<file path="config.mk">
export PLATFORM = sky130hd
export DESIGN_NAME = prp_pulse_input
export DESIGN_NICKNAME = d
export VERILOG_FILES = /design/src/prp_pulse_input.v /design/src/prp_smoother.v
export VERILOG_INCLUDE_DIRS = /design/src
export SDC_FILE = /design/constraint.sdc
export NUM_CORES = 1
export LEC_CHECK = 0
export ABC_AREA = 0
export ABC_CLOCK_PERIOD_IN_PS = 20400
export BUFFER_PORTS_ARGS = -buffer_cell sky130_fd_sc_hd__buf_4
export CORE_UTILIZATION = 60
export CTS_CLUSTER_DIAMETER = 50
export DETAILED_ROUTE_END_ITERATION = 8
export MAX_ROUTING_LAYER = met4
export PLACE_DENSITY_LB_ADDON = 0.05
export SLEW_MARGIN = 20
export SYNTH_ARGS = -nofsm -noshare
export SYNTH_HDL_FRONTEND = slang
export SYNTH_SLANG_ARGS = --single-unit
</file>
<file path="constraint.sdc">
create_clock -name clk_i -period 20.4 [get_ports clk_i]
set_input_delay 2.04 -clock clk_i [delete_from_list [all_inputs] [get_ports clk_i]]
set_output_delay 2.04 -clock clk_i [all_outputs]
set_load 0.02 [all_outputs]
</file>
<file path="src/prp_defs.vh">
`ifndef PRP_DEFS_VH
`define PRP_DEFS_VH

// ----------------------------------------
// pulse form codes
// ----------------------------------------
`define PRP_FORM_SIGN_PULSE 3'h0
`define PRP_FORM_FWD_REV 3'h1
`define PRP_FORM_QUAD_X1 3'h2
`define PRP_FORM_QUAD_X2 3'h3
`define PRP_FORM_QUAD_X4 3'h4
`define PRP_FORM_RESET 3'h0

// ----------------------------------------
// polarity field positions and reset
// ----------------------------------------
`define PRP_POL_DIR_BIT 0
`define PRP_POL_PULSE_BIT 1
`define PRP_POL_RESET 2'h0

// ----------------------------------------
// servo-off clear select
// ----------------------------------------
`define PRP_SOFF_CLEAR 1'h0
`define PRP_SOFF_KEEP 1'h1

// ----------------------------------------
// smoothing timing
// ----------------------------------------
`define PRP_SMOOTH_RESET 15'h0000
`define PRP_CLK_PERIOD_NS 5
`define PRP_SMOOTH_UNIT_NS 100000
`define PRP_SMOOTH_UNIT_CYCLES (`PRP_SMOOTH_UNIT_NS / `PRP_CLK_PERIOD_NS)

// ----------------------------------------
// widths
// ----------------------------------------
`define PRP_POS_W 32
`define PRP_ACC_W 48

`endif

</file>
<file path="src/prp_pulse_input.v">
`timescale 1ns/100ps
`default_nettype none
`include "prp_defs.vh"

// Behaviour
// - The pulse form select picks sign plus pulse, forward/reverse pair, or quadrature x1, x2, x4.
// - In sign plus pulse form each pulse goes forward with direction high and reverse with it low.
// - Every decoded edge adds exactly one increment to the commanded position.
// - Multiplication by two or four exists only in quadrature form; other forms count once a pulse.
// - Decoded increments are scaled by an electronic gear weight before reaching the command.
// - While the clear input is low the position error counter is held at zero.
// - While the clear input is low the position loop is suspended.
// - A select chooses whether residual error is cleared at servo off (0) or kept (1).
// - With clearing at servo off disabled, the host clears the pulses before servo on again.
// - The command passes a first-order filter with a time constant in 0.1 ms steps, 0 bypasses.
module prp_pulse_input #(
  parameter SMOOTH_UNIT_CYCLES = `PRP_SMOOTH_UNIT_CYCLES
) (
  input wire clk_i,
  input wire reset_n_i,
  input wire ce_i,
  input wire step_pulse_in_i,
  input wire step_dir_in_i,
  input wire error_counter_clear_n_i,
  input wire servo_on_i,
  input wire [2:0] pulse_form_select_i,
  input wire [1:0] input_polarity_select_i,
  input wire clear_on_servo_off_select_i,
  input wire [14:0] reference_smoothing_constant_i,
  input wire [7:0] gear_weight_i,
  input wire feedback_step_i,
  input wire feedback_forward_i,
  output wire step_strobe_o,
  output wire step_forward_o,
  output wire signed [31:0] position_command_o,
  output wire signed [31:0] smoothed_command_o,
  output wire signed [31:0] error_count_o,
  output wire position_loop_enable_o
);

  // ----------------------------------------
  // pin synchronisers
  // ----------------------------------------
  // bit 0 pulse, bit 1 direction, bit 2 clear_n; stage one feeds only stage two
  reg [2:0] meta_r;
  reg [2:0] sync_r;

  always @(posedge clk_i or negedge reset_n_i) begin
    if (!reset_n_i) begin
      meta_r <= 3'h4;
      sync_r <= 3'h4;
    end else if (ce_i) begin
      meta_r <= {error_counter_clear_n_i, step_dir_in_i, step_pulse_in_i};
      sync_r <= meta_r;
    end
  end

  // ----------------------------------------
  // polarity
  // ----------------------------------------
  wire pulse_w;
  wire dir_w;
  wire clear_w;

  assign pulse_w = sync_r[0] ^ input_polarity_select_i[`PRP_POL_PULSE_BIT];
  assign dir_w = sync_r[1] ^ input_polarity_select_i[`PRP_POL_DIR_BIT];
  assign clear_w = ~sync_r[2];

  // ----------------------------------------
  // edge history
  // ----------------------------------------
  reg pulse_q_r;
  reg dir_q_r;
  reg primed_r;

  always @(posedge clk_i or negedge reset_n_i) begin
    if (!reset_n_i) begin
      pulse_q_r <= 1'b0;
      dir_q_r <= 1'b0;
      primed_r <= 1'b0;
    end else if (ce_i) begin
      pulse_q_r <= pulse_w;
      dir_q_r <= dir_w;
      primed_r <= 1'b1;
    end
  end

  // ----------------------------------------
  // decoder
  // ----------------------------------------
  // history is not valid on the first enabled cycle, so no edge is seen then
  wire pulse_rise_w;
  wire dir_rise_w;
  wire pulse_chg_w;
  wire dir_chg_w;
  wire quad_fwd_w;
  reg dec_step_nxt;
  reg dec_fwd_nxt;

  assign pulse_rise_w = primed_r & pulse_w & ~pulse_q_r;
  assign dir_rise_w = primed_r & dir_w & ~dir_q_r;
  assign pulse_chg_w = primed_r & (pulse_w ^ pulse_q_r);
  assign dir_chg_w = primed_r & (dir_w ^ dir_q_r);
  // a leading b: the new a differs from the old b
  assign quad_fwd_w = pulse_w ^ dir_q_r;

  always @* begin
    dec_step_nxt = 1'b0;
    dec_fwd_nxt = 1'b0;
    case (pulse_form_select_i)
      `PRP_FORM_SIGN_PULSE: begin
        dec_step_nxt = pulse_rise_w;
        dec_fwd_nxt = dir_w;
      end
      `PRP_FORM_FWD_REV: begin
        // simultaneous edges on both lines cancel
        dec_step_nxt = pulse_rise_w ^ dir_rise_w;
        dec_fwd_nxt = pulse_rise_w;
      end
      `PRP_FORM_QUAD_X1: begin
        dec_step_nxt = pulse_rise_w & ~dir_chg_w;
        dec_fwd_nxt = quad_fwd_w;
      end
      `PRP_FORM_QUAD_X2: begin
        dec_step_nxt = pulse_chg_w & ~dir_chg_w;
        dec_fwd_nxt = quad_fwd_w;
      end
      `PRP_FORM_QUAD_X4: begin
        dec_step_nxt = pulse_chg_w ^ dir_chg_w;
        dec_fwd_nxt = quad_fwd_w;
      end
      default: begin
        dec_step_nxt = 1'b0;
        dec_fwd_nxt = 1'b0;
      end
    endcase
  end

  reg step_strobe_r;
  reg step_forward_r;

  always @(posedge clk_i or negedge reset_n_i) begin
    if (!reset_n_i) begin
      step_strobe_r <= 1'b0;
      step_forward_r <= 1'b0;
    end else if (ce_i) begin
      step_strobe_r <= dec_step_nxt;
      step_forward_r <= dec_fwd_nxt;
    end
  end

  assign step_strobe_o = step_strobe_r;
  assign step_forward_o = step_forward_r;

  // ----------------------------------------
  // commanded position
  // ----------------------------------------
  // gear weight 0 would freeze the command, so it counts as 1
  wire [7:0] weight_w;
  wire signed [31:0] weight_ext_w;
  reg signed [31:0] cmd_r;

  assign weight_w = (gear_weight_i == 8'h00) ? 8'h01 : gear_weight_i;
  assign weight_ext_w = {24'h0, weight_w};

  always @(posedge clk_i or negedge reset_n_i) begin
    if (!reset_n_i) begin
      cmd_r <= 32'sh0;
    end else if (ce_i && step_strobe_r) begin
      if (step_forward_r) begin
        cmd_r <= cmd_r + weight_ext_w;
      end else begin
        cmd_r <= cmd_r - weight_ext_w;
      end
    end
  end

  assign position_command_o = cmd_r;

  // ----------------------------------------
  // smoothing tick
  // ----------------------------------------
  reg [31:0] tick_cnt_r;
  reg tick_r;

  always @(posedge clk_i or negedge reset_n_i) begin
    if (!reset_n_i) begin
      tick_cnt_r <= 32'h0;
      tick_r <= 1'b0;
    end else if (ce_i) begin
      if (tick_cnt_r >= SMOOTH_UNIT_CYCLES - 1) begin
        tick_cnt_r <= 32'h0;
        tick_r <= 1'b1;
      end else begin
        tick_cnt_r <= tick_cnt_r + 32'h1;
        tick_r <= 1'b0;
      end
    end
  end

  // ----------------------------------------
  // clear conditions
  // ----------------------------------------
  wire soff_clear_w;
  wire err_clear_w;

  assign soff_clear_w = ~servo_on_i & (clear_on_servo_off_select_i == `PRP_SOFF_CLEAR);
  assign err_clear_w = clear_w | soff_clear_w;

  // ----------------------------------------
  // smoother
  // ----------------------------------------
  // at automatic servo-off clear the filter snaps to the command so no
  // residual lag reappears as error at servo on
  wire signed [31:0] smooth_w;

  prp_smoother u_smoother (
    .clk_i(clk_i),
    .reset_n_i(reset_n_i),
    .ce_i(ce_i),
    .tick_i(tick_r),
    .load_i(soff_clear_w),
    .time_const_i(reference_smoothing_constant_i),
    .target_i(cmd_r),
    .smooth_o(smooth_w)
  );

  assign smoothed_command_o = smooth_w;

  // ----------------------------------------
  // error counter
  // ----------------------------------------
  // with keep selected the host must pulse clear before servo on
  reg signed [31:0] smooth_q_r;
  reg signed [31:0] err_r;
  wire signed [31:0] cmd_delta_w;
  wire signed [31:0] fb_delta_w;

  assign cmd_delta_w = smooth_w - smooth_q_r;
  assign fb_delta_w = !feedback_step_i ? 32'sh0 :
                      (feedback_forward_i ? 32'sh1 : -32'sh1);

  always @(posedge clk_i or negedge reset_n_i) begin
    if (!reset_n_i) begin
      smooth_q_r <= 32'sh0;
      err_r <= 32'sh0;
    end else if (ce_i) begin
      smooth_q_r <= smooth_w;
      if (err_clear_w) begin
        err_r <= 32'sh0;
      end else begin
        err_r <= err_r + cmd_delta_w - fb_delta_w;
      end
    end
  end

  assign error_count_o = err_r;

  // ----------------------------------------
  // loop enable
  // ----------------------------------------
  reg loop_en_r;

  always @(posedge clk_i or negedge reset_n_i) begin
    if (!reset_n_i) begin
      loop_en_r <= 1'b0;
    end else if (ce_i) begin
      loop_en_r <= servo_on_i & ~clear_w;
    end
  end

  assign position_loop_enable_o = loop_en_r;

endmodule
`default_nettype wire

</file>
<file path="src/prp_smoother.v">
`timescale 1ns/100ps
`default_nettype none
`include "prp_defs.vh"

module prp_smoother (
  input wire clk_i,
  input wire reset_n_i,
  input wire ce_i,
  input wire tick_i,
  input wire load_i,
  input wire [14:0] time_const_i,
  input wire signed [31:0] target_i,
  output wire signed [31:0] smooth_o
);

  // ----------------------------------------
  // first-order lag, one count per cycle
  // ----------------------------------------
  // the output walks one count per clock, which caps the slew at the clock
  // rate but avoids a divider by an arbitrary time constant
  reg signed [31:0] out_r;
  reg signed [31:0] out_nxt;
  reg signed [47:0] acc_r;
  reg signed [47:0] acc_nxt;
  wire signed [31:0] diff_w;
  wire signed [47:0] tc_w;

  assign diff_w = target_i - out_r;
  assign tc_w = {33'h0, time_const_i};
  assign smooth_o = out_r;

  always @* begin
    acc_nxt = acc_r;
    out_nxt = out_r;
    if (load_i || time_const_i == 15'h0000) begin
      out_nxt = target_i;
      acc_nxt = 48'h0;
    end else begin
      if (tick_i) begin
        acc_nxt = acc_r + {{16{diff_w[31]}}, diff_w};
      end
      if (acc_nxt >= tc_w) begin
        acc_nxt = acc_nxt - tc_w;
        out_nxt = out_r + 32'sh1;
      end else if (acc_nxt <= -tc_w) begin
        acc_nxt = acc_nxt + tc_w;
        out_nxt = out_r - 32'sh1;
      end
    end
  end

  always @(posedge clk_i or negedge reset_n_i) begin
    if (!reset_n_i) begin
      out_r <= 32'sh0;
      acc_r <= 48'sh0;
    end else if (ce_i) begin
      out_r <= out_nxt;
      acc_r <= acc_nxt;
    end
  end

endmodule
`default_nettype wire

</file>
* Word-level counts from Yosys, hierarchy flattened
Cells that the tools add are included.
** Operators by class
- $add $sub $neg :: 13
- Order comparisons :: 3
- Eq/ne operators :: 4
- Multiplexer cells :: 17
- Bitwise gates (word level) :: 24
- Reduce and logical (&&, ||, !) cells :: 8
** Operators with widths (number)
- 32-bit 2-to-1 mux :: 8
- 48-bit 2-to-1 mux :: 5
- 32-bit subtractor :: 3
- 48-bit by 16-bit adder with 48-bit output :: 1
- 48-bit adder :: 1
- 48-bit by 16-bit greater-or-equal comparator with 1-bit output :: 1
- 48-bit <= comparator :: 1
- 15-bit negator with 48-bit output :: 1
- 48-bit by 16-bit subtractor with 48-bit output :: 1
- 32-bit by 1-bit adder with 32-bit output, second input constant :: 1
- 32-bit by 2-bit adder with 32-bit output, second input constant :: 1
- 32-bit adder :: 1
- 32-bit by 9-bit adder with 32-bit output :: 1
- 32-bit by 15-bit greater-or-equal comparator with 1-bit output, second input constant :: 1
- 32-bit by 2-bit subtractor with 32-bit output, second input constant :: 1
- 32-bit by 9-bit subtractor with 32-bit output :: 1
- 15-bit logical NOT :: 1
- 1-bit AND :: 10
- 8-bit logical NOT :: 1
- 8-bit 2-to-1 mux :: 1
- 1-bit bitwise XOR :: 7
- 3-bit by 2-bit equality test with 1-bit output, second input constant :: 2
- 1-bit NOT :: 6
- 1-bit one-hot mux with 5 select lines :: 1
- other kinds (11) :: 11
** Word-level totals
- Register bits after elaboration :: 221
- Input port bits :: 38
- Output and inout bits :: 99

* Longest topological paths before layout
Gate-level depths: netlist (run 1).
- Depth after elaboration :: 8
- Depth in mapped cells :: 49
- Mapped depth without buffers :: 46

* Modules after synthesis
From an unflattened synthesis (run 1), not the netlist that was laid out.
** Unflattened totals
- Cell total of the unflattened synthesis :: 3268
- Area, all modules :: 25604.6 um^2
** By module, submodules not included
- prp_smoother :: times used 1, cells each 2014, area an instance 14591.5 um^2
- prp_pulse_input :: times used 1, cells each 1254, area an instance 11013.1 um^2

* Worst setup path before layout (run 1)
OpenSTA, ideal clock, no wires.
- Path kind :: register to register
- Start point :: reg cmd_r[0] (netlist: position_command_o[0])
- End point :: reg u_smoother.out_r[29] (netlist: u_smoother.smooth_o[29])
- Setup time :: 0.133 ns
- Arrival time :: 9.999 ns
- Data required time :: 20.267 ns
- Slack :: 10.269 ns
- Cell stages (with the launch flop) :: 48
- Buffers on the path :: 3
- Cells stage by stage :: dfrtp_1 > inv_1 > ha_1 > fa_1 > nor2b_1 > o21ai_0 > a21boi_0 > o21ai_0 > a21boi_0 > o21ai_0 > nor2b_1 > xnor2_1 > ha_1 > and2_1 > and3_1 > or2_2 > nand2b_1 > a21oi_1 > (+12 left out) > a31oi_4 > clkinv_2 > buf_4 > buf_4 > ha_1 > a211oi_1 > nor2_1 > o31ai_1 > a211o_1 > o211ai_1 > o221a_2 > o41ai_1 > a21oi_1 > a211oi_1 > xnor2_1 > nor2_1 > a211oi_1 > a21oi_1
** Between the ends
- Word-level cells in the longest chain between the ends :: 7
- Elaborated cells between the ends (all ways) :: 10
- Classes of those cells :: 2 x add/sub; 2 x order compare; 4 x mux; 2 x reduce/logical
** Ends and longest elaborated chain
- start: declaration :: line prp_pulse_input.v:161 : reg signed [31:0] cmd_r;
- start signal: assignment :: line prp_pulse_input.v:171 : cmd_r <= cmd_r + weight_ext_w;
- start signal: assignment :: line prp_pulse_input.v:173 : cmd_r <= cmd_r - weight_ext_w;
- 32-bit subtractor * :: line prp_smoother.v:28 : assign diff_w = target_i - out_r;
- 48-bit adder * :: line prp_smoother.v:40 : acc_nxt = acc_r + {{16{diff_w[31]}}, diff_w};
- 48-bit 2-to-1 mux * :: line prp_smoother.v:39 : if (tick_i) begin
- 48-bit 2-to-1 mux * :: line prp_smoother.v:35 : if (load_i || time_const_i == 15'h0000) begin
- 48-bit <= comparator / 48-bit by 16-bit greater-or-equal comparator with 1-bit output (equally long branches) :: line prp_smoother.v:45, prp_smoother.v:42
- 3-bit nonzero test (no line) / 32-bit 2-to-1 mux (equally long branches)
- 2-bit AND reduction (no line) / 32-bit 2-to-1 mux (equally long branches)
- end signal: assignment :: line prp_smoother.v:57 : out_r <= out_nxt;
- end: declaration :: line prp_smoother.v:21 : reg signed [31:0] out_r;
Every way passes the cells marked *; elsewhere a longest branch is shown, timed or not. The select of a mux whose other input is x is not followed.
A chain may end at the register's enable or synchronous reset.

* Final worst setup path (run 1)
- Start point :: reg u_smoother.out_r[0] (netlist: u_smoother.smooth_o[0])
- End point :: reg u_smoother.out_r[31] (netlist: u_smoother.smooth_o[31])
** Between the ends
- Word-level cells in the longest chain between the ends :: 7
- Elaborated cells between the ends (all ways) :: 13
- Classes of those cells :: 4 x add/sub; 2 x order compare; 5 x mux; 2 x reduce/logical
** Ends and longest elaborated chain (line)
- 32-bit subtractor :: prp_smoother.v:28
- 48-bit adder :: prp_smoother.v:40
- 48-bit 2-to-1 mux :: prp_smoother.v:39
- 48-bit 2-to-1 mux :: prp_smoother.v:35
- 48-bit <= comparator / 48-bit by 16-bit greater-or-equal comparator with 1-bit output (equally long branches) :: prp_smoother.v:45, prp_smoother.v:42
- 3-bit nonzero test (no line) / 32-bit 2-to-1 mux (equally long branches)
- 2-bit AND reduction (no line) / 32-bit 2-to-1 mux (equally long branches)
Several ways; a longest one is shown, not always the timed one. The select of a mux whose other input is x is not followed.

==> results of run 1 <==
[sequential cells by signal, summed over array words and instances (netlist names)]
name	count
u_smoother.acc_r	48
error_count_o	32
position_command_o	32
smooth_q_r	32
tick_cnt_r	32
u_smoother.smooth_o	32
meta_r	3
sync_r	3
dir_q_r	1
position_loop_enable_o	1
primed_r	1
pulse_q_r	1
step_forward_o	1
step_strobe_o	1
tick_r	1
[how the worst min path moves through the flow]
stage                                          start                         end  cells past startpoint
after detailed placement       meta_r[0]$_DFFE_PN0P_       meta_r[0]$_DFFE_PN0P_                      1
after floorplan           tick_cnt_r[31]$_DFFE_PN0P_  tick_cnt_r[31]$_DFFE_PN0P_                      2
after CTS                      meta_r[0]$_DFFE_PN0P_       meta_r[0]$_DFFE_PN0P_                      1
after global routing           meta_r[0]$_DFFE_PN0P_       meta_r[0]$_DFFE_PN0P_                      1
final                          meta_r[0]$_DFFE_PN0P_       meta_r[0]$_DFFE_PN0P_                      1
after global placement    tick_cnt_r[31]$_DFFE_PN0P_  tick_cnt_r[31]$_DFFE_PN0P_                      2
[cells by family (layout without fill, tap and decap cells)]
group / Yosys count / in the layout / synth area share
XOR/XNOR: 180 / 180 / 0.0634
AND/OR/NAND/NOR: 993 / 993 / 0.198
flip-flops: 221 / 221 / 0.222
AO/OA/AOI/OAI: 959 / 959 / 0.258
multiplexers: 59 / 59 / 0.0251
adder cells (fa/ha/maj): 321 / 321 / 0.182
buffers and inverters: 322 / 424 / 0.0510
[metrics by stage]
stage                     utilization  instances  setup slack, ns
after floorplan                     -       3055            10.27
after global placement          0.643       3624             8.98
after detailed placement        0.643       3624             8.70
after CTS                       0.673       3689             8.65
after global routing            0.674       3689             7.53
final                           0.674       3689             8.29
[metal layers]
layer | wire, µm | vias to the layer above | share of wire | GRT usage
met3 | 5620 | 190 | 0.072 | 0.0542
met1 | 33100 | 11700 | 0.42 | 0.485
met2 | 36800 | 975 | 0.47 | 0.619
met4 | 2770 | 0 | 0.035 | 0.142
li1 | - | 11400 | - | -
met5 | 0 | - | 0 | -
[worst max-delay path: cells and delay by family (launching register included)]
family / cells / cell delay (ns)
DFF: 1 / 0.47
xor gates and xnor gates: 1 / 0.12
and+or+nand+nor: 9 / 1.89
AOI/OAI and AO/OA: 25 / 7.24
adders and majority gates: 4 / 1.50
buffers and inverters: 2 / 0.73
[layout by cell type (no fill, tap or decap), types with 62 or more instances in the layout]
master,n
a21o_1,65
inv_1,192
xor2_1,62
o21ai_0,199
buf_4,162
nand2_1,256
nor3_1,76
nor2_1,242
a21oi_1,240
dfrtp_1,218
xnor2_1,118
nand3_1,80
fa_1,68
ha_1,253
[area by class of cell]
type                       instances  share of cell area
timing repair buffer             164              0.0452
tap                              532              0.0242
clock buffer                      42              0.0347
clock inverter                    23              0.0107
multi-input combinational       2512               0.657
sequential                       221               0.201
inverter                         195              0.0267
==> flow_metrics.env, run 1 <==
export IMPL_synthTopCellsByCount="nand2_1 (257), ha_1 (253), nor2_1 (242)"
export IMPL_yosys_top_cells_area="dfrtp_1 (22%), ha_1 (13%), fa_1 (5.5%)"
export IMPL_ant_nets=0
export IMPL_track_usage=0.382
export IMPL_post_cts_buffers=0
export IMPL_cts_resized=0
export IMPL_gp_congestion=1.02
export IMPL_min_period_over_period=0.594
export IMPL_cts_buffers=36
export IMPL_grt_max_degree=82
export IMPL_vias=24300
export IMPL_critPathMaxStageDelay_ns=0.92
export IMPL_drt_pass1_iter_count=6
export IMPL_vias_per_cell=6.59
export IMPL_clock_skew_ns=0.0372
export IMPL_arrival_ns=12.56
export IMPL_max_clock_path_buffers=3
export IMPL_synth_most_common_cell="nand2_1"
export IMPL_synthFlopType="dfrtp_1"
export IMPL_crit_top_cell="o21ai_0"
export IMPL_grt_first_pass_wirelength_mm=124
export IMPL_root_buffer="clkbuf_16"
export IMPL_endpoint="u_smoother.smooth_o[31]$_DFFE_PN0P_"
export IMPL_die_x_um=206
export IMPL_design_area_um2=27500
export IMPL_rrSetupSlack_ns=8.29
export IMPL_dieArea_um2=42300
export IMPL_pin_count=137
export IMPL_synth_area_per_cell_um2=8.14
export IMPL_antenna_found_initial=0
export IMPL_grt_overflow=0
export IMPL_worstReg2RegEnd="u_smoother.smooth_o[31]$_DFFE_PN0P_"
export IMPL_max_cap_viol_count=0
export IMPL_seq_area_frac_synth=0.222
export IMPL_yosysWarnings=0
export IMPL_clock_latency_ns=0.58
export IMPL_syn_to_final_growth_pct=10.6
export IMPL_critPathRequiredTime_ns=20.85
export IMPL_die_y_um=206
export IMPL_fillerInstances=3399
export IMPL_numClockSinks=221
export IMPL_timing_setup_tns_ns=0
export IMPL_yosys_area_top_type="dfrtp_1"
export IMPL_rows=74
export IMPL_crit_path_top_delay_cell="a2111oi_0"
export IMPL_layout_drive_gt1_share=0.0976
export IMPL_fin_crit_ns=12.11
export IMPL_placed_cell_area_um2=26300
export IMPL_start_kind="register"
export IMPL_synth_seq_cells=221
export IMPL_synth_edf_count=0
export IMPL_path_class="register to register"
export IMPL_grt_pass1_vias=23500
export IMPL_multi_input_area_um2=18100
export IMPL_drt_iter0_drc=2065
export IMPL_cts_htree_levels=2
export IMPL_yosysUniqueCellTypes=98
export IMPL_worst_pin_slew_ns=1.11
export IMPL_num_antenna_cells=0
export IMPL_reg2reg_from="u_smoother.smooth_o[0]$_DFFE_PN0P_"
export IMPL_synth_top_cell_area_share=0.220
export IMPL_whs_ns=0.508
export IMPL_worstPathMaxFanout=33
export IMPL_worstHoldPathType="register to register"
export IMPL_avgRoutedWirePerCell_um=21.2
export IMPL_reg2regPathDepth=41
export IMPL_setup_violations=0
export IMPL_ctsHoldBuffers=0
export IMPL_drv_slew=0
export IMPL_route_detailed_drc=0
export IMPL_regArea_um2=5530
export IMPL_cts_tree="yes"
export IMPL_port_buffers=136
export IMPL_status="completed"
export IMPL_hold_violations=0
export IMPL_totalWireLength_mm=78.4
export IMPL_rsz0062_at_grt="false"
export IMPL_slew_headroom=0.242
export IMPL_syn_area_um2=24900
export IMPL_async_flop_share=1.00
export IMPL_critPathLaunch="u_smoother.smooth_o[0]$_DFFE_PN0P_"
export IMPL_nets=3489
export IMPL_initial_core_util=0.609
export IMPL_synthesis_nets=3414
export IMPL_syn_inst=3055
export IMPL_dpl_hpwl_mm=60.8
export IMPL_core_um2=40800
export IMPL_setup_worst_path_end_class="register"
export IMPL_max_freq_mhz=82.6
export IMPL_path_clk_slew_ns=0.05
Power of run 1 is not shown: default switching activity piles up to over one toggle a cycle in this logic, so the estimate is an artifact.
==> inputs of run 2 (changes only) <==
--- a/config.mk
+++ b/config.mk
@@ -6,10 +6,10 @@
 export SDC_FILE = /design/constraint.sdc
 export NUM_CORES = 1
 export LEC_CHECK = 0
-export ABC_AREA = 0
-export ABC_CLOCK_PERIOD_IN_PS = 20400
+export ABC_AREA = 1
+export ABC_CLOCK_PERIOD_IN_PS = 10470
 export BUFFER_PORTS_ARGS = -buffer_cell sky130_fd_sc_hd__buf_4
-export CORE_UTILIZATION = 60
+export CORE_UTILIZATION = 58
 export CTS_CLUSTER_DIAMETER = 50
 export DETAILED_ROUTE_END_ITERATION = 8
 export MAX_ROUTING_LAYER = met4
==> constraint.sdc (replaced) <==
create_clock -name clk_i -period 10.47 [get_ports clk_i]
set_input_delay 1.047 -clock clk_i [delete_from_list [all_inputs] [get_ports clk_i]]
set_output_delay 1.047 -clock clk_i [all_outputs]
set_load 0.02 [all_outputs]
==> flow_metrics.env, run 2 <==
export IMPL_vias_per_cell=5.73
export IMPL_route_detailed_drc=0
export IMPL_crit_top_cell="nand2_1"
export IMPL_critPathRequiredTime_ns=10.95
export IMPL_root_buffer="clkbuf_16"
export IMPL_yosys_area_top_type="dfrtp_1"
export IMPL_yosysWarnings=0
export IMPL_largest_register="u_smoother.acc_r"
export IMPL_max_cap_viol_count=0
export IMPL_port_buffers=136
export IMPL_synth_area_per_cell_um2=6.45
export IMPL_synth_top_cell_area_share=0.205
export IMPL_post_cts_buffers=0
export IMPL_async_flop_share=1.00
export IMPL_syn_inst=4139
export IMPL_crit_path_top_delay_cell="o21ai_0"
export IMPL_synth_most_common_cell="nand2_1"
export IMPL_layout_common_cells="nand2_1 (1,242), inv_1 (561), nor2_1 (353), a21oi_1 (268), o21ai_0 (263)"
export IMPL_synth_seq_cells=221
export IMPL_initial_core_util=0.588
export IMPL_clock_latency_ns=0.61
export IMPL_pin_count=137
export IMPL_die_y_um=217
export IMPL_setup_worst_path_end_class="register"
export IMPL_critPathMaxStageDelay_ns=0.73
export IMPL_cts_buffers=31
export IMPL_dieArea_um2=46900
export IMPL_layout_commonest_cell="nand2_1"
export IMPL_cts_htree_levels=1
export IMPL_grt_pass1_vias=26200
export IMPL_fin_crit_ns=9.15
export IMPL_busiest_layer="met2"
export IMPL_vias=27900
export IMPL_drt_iter0_drc=2485
export IMPL_drt_pass1_iter_count=6
export IMPL_path_class="register to register"
export IMPL_grt_first_pass_wirelength_mm=142
export IMPL_met3_usage=0.0495
export IMPL_worst_pin_slew_ns=1.12
export IMPL_worstPathMaxFanout=91
export IMPL_totalWireLength_mm=89.9
export IMPL_path_clk_slew_ns=0.06
export IMPL_status="completed"
export IMPL_largest_reg_flops=48
export IMPL_synthFlopType="dfrtp_1"
export IMPL_ant_nets=0
export IMPL_syn_to_final_growth_pct=9.90
export IMPL_arrival_ns=9.62
export IMPL_seq_area_frac_synth=0.207
export IMPL_nets=4599
export IMPL_cts_resized=0
export IMPL_grt_overflow=0
export IMPL_yosysUniqueCellTypes=62
export IMPL_use_met1=0.484
export IMPL_avgRoutedWirePerCell_um=18.5
export IMPL_synthTopCellsByCount="nand2_1 (1,242), inv_1 (562), nor2_1 (355)"
export IMPL_synth_edf_count=0
export IMPL_numClockSinks=221
export IMPL_drv_slew=0
export IMPL_dpl_hpwl_mm=72.3
export IMPL_min_period_over_period=0.874
export IMPL_syn_area_um2=26700
export IMPL_yosys_top_cells_area="dfrtp_1 (21%), nand2_1 (17%), ha_1 (12%)"
export IMPL_rows=78
export IMPL_synthesis_nets=4498
export IMPL_max_clock_path_buffers=3
export IMPL_layout_drive_gt1_share=0.0816
export IMPL_worstHoldPathType="input pin to async pin"
export IMPL_rsz0062_at_grt="false"
export IMPL_cts_tree="yes"
export IMPL_die_x_um=217
export IMPL_gp_congestion=1.02
export IMPL_clock_skew_ns=0.0279
export IMPL_start_kind="register"
export IMPL_setup_violations=0
export IMPL_hold_violations=0
export IMPL_reg2reg_from="u_smoother.smooth_o[1]$_DFFE_PN0P_"
export IMPL_fillerInstances=4369
export IMPL_timing_setup_tns_ns=0
export IMPL_antenna_found_initial=1
export IMPL_grt_max_degree=133
export IMPL_met2_usage=0.658
export IMPL_slew_headroom=0.248
export IMPL_core_um2=45400
export IMPL_critPathLaunch="u_smoother.smooth_o[1]$_DFFE_PN0P_"
export IMPL_max_freq_mhz=109
export IMPL_track_usage=0.395
export IMPL_ctsHoldBuffers=0
run 2: cell count changes after synthesis, moves of 38 or more:
cell / previous run / this run
nand2_1: 257 / 1242
inv_1: 193 / 562
and3_1: 42 / 4
nor2_1: 242 / 355
a21o_1: 65 / 8
a211oi_1: 48 / 3
xnor2_1: 118 / 48
or3_1: 38 / 0
nand3_1: 80 / 223
o21ai_0: 199 / 263
run 2: cells by family (layout without fill, tap and decap cells):
logic type,count (synthesis),in the layout,synth area share
simple gates,2073,2073,0.326
compound gates,716,716,0.152
xor+xnor,143,143,0.0469
buf+inv,665,789,0.0976
fa+ha+maj,321,321,0.170
other cells,0,1,0
flops,221,221,0.207
run 2: cell type report:
type | instances | area [µm²] | area share
diodes | 1 | 2.50 | 0.0000853
repair buffers | 161 | 1230 | 0.0419
flip-flops and latches | 221 | 5530 | 0.189
well taps | 600 | 751 | 0.0256
clock buffers | 41 | 863 | 0.0294
multi-input cells | 3253 | 18600 | 0.633
inverters | 572 | 2150 | 0.0734
clock inverters | 15 | 235 | 0.00802
run 2: final timing paths:
check                                                      end  slack (ns)  cells past startpoint
max reg2reg                u_smoother.smooth_o[19]$_DFFE_PN0P_        1.32                     43
min                           u_smoother.acc_r[39]$_DFFE_PN0P_        0.45                      1
max in group asynchronous           smooth_q_r[12]$_DFFE_PN0P_        8.78                      2
max                        u_smoother.smooth_o[19]$_DFFE_PN0P_        1.32                     43
min in group clk_i                       meta_r[2]$_DFFE_PN1P_        0.46                      2
min reg2reg                              meta_r[2]$_DFFE_PN1P_        0.46                      2
run 2: metal layers:
metal	wire, µm	up-vias	part of all wire
li1	-	13700	-
met1	37200	12900	0.41
met2	42600	1024	0.47
met3	5920	219	0.066
met4	4290	0	0.048
met5	0	-	0
run 2: metrics by stage:
stage                util  hold slack, ns  instance area [µm²]  setup slack (ns)  std cells
CTS                 0.646           0.465                29300              1.55       4863
floorplan               -           0.442                26700              3.14       4139
global route        0.647           0.485                29300             0.714       4864
finish              0.647           0.449                29300              1.32       4864
detailed placement  0.622           0.456                28200              1.59       4807
global placement    0.622           0.453                28200              1.66       4807
run 2: worst max-delay path, delay by kind of cell (launching register included):
kind	cells	cell delay, ns
and+or+nand+nor	20	2.91
adders and majority gates	4	1.36
buffers and inverters	3	0.40
xor gates and xnor gates	2	0.25
DFF	1	0.60
AOI/OAI and AO/OA	14	3.40
Power of run 2 is left out for the same reason.
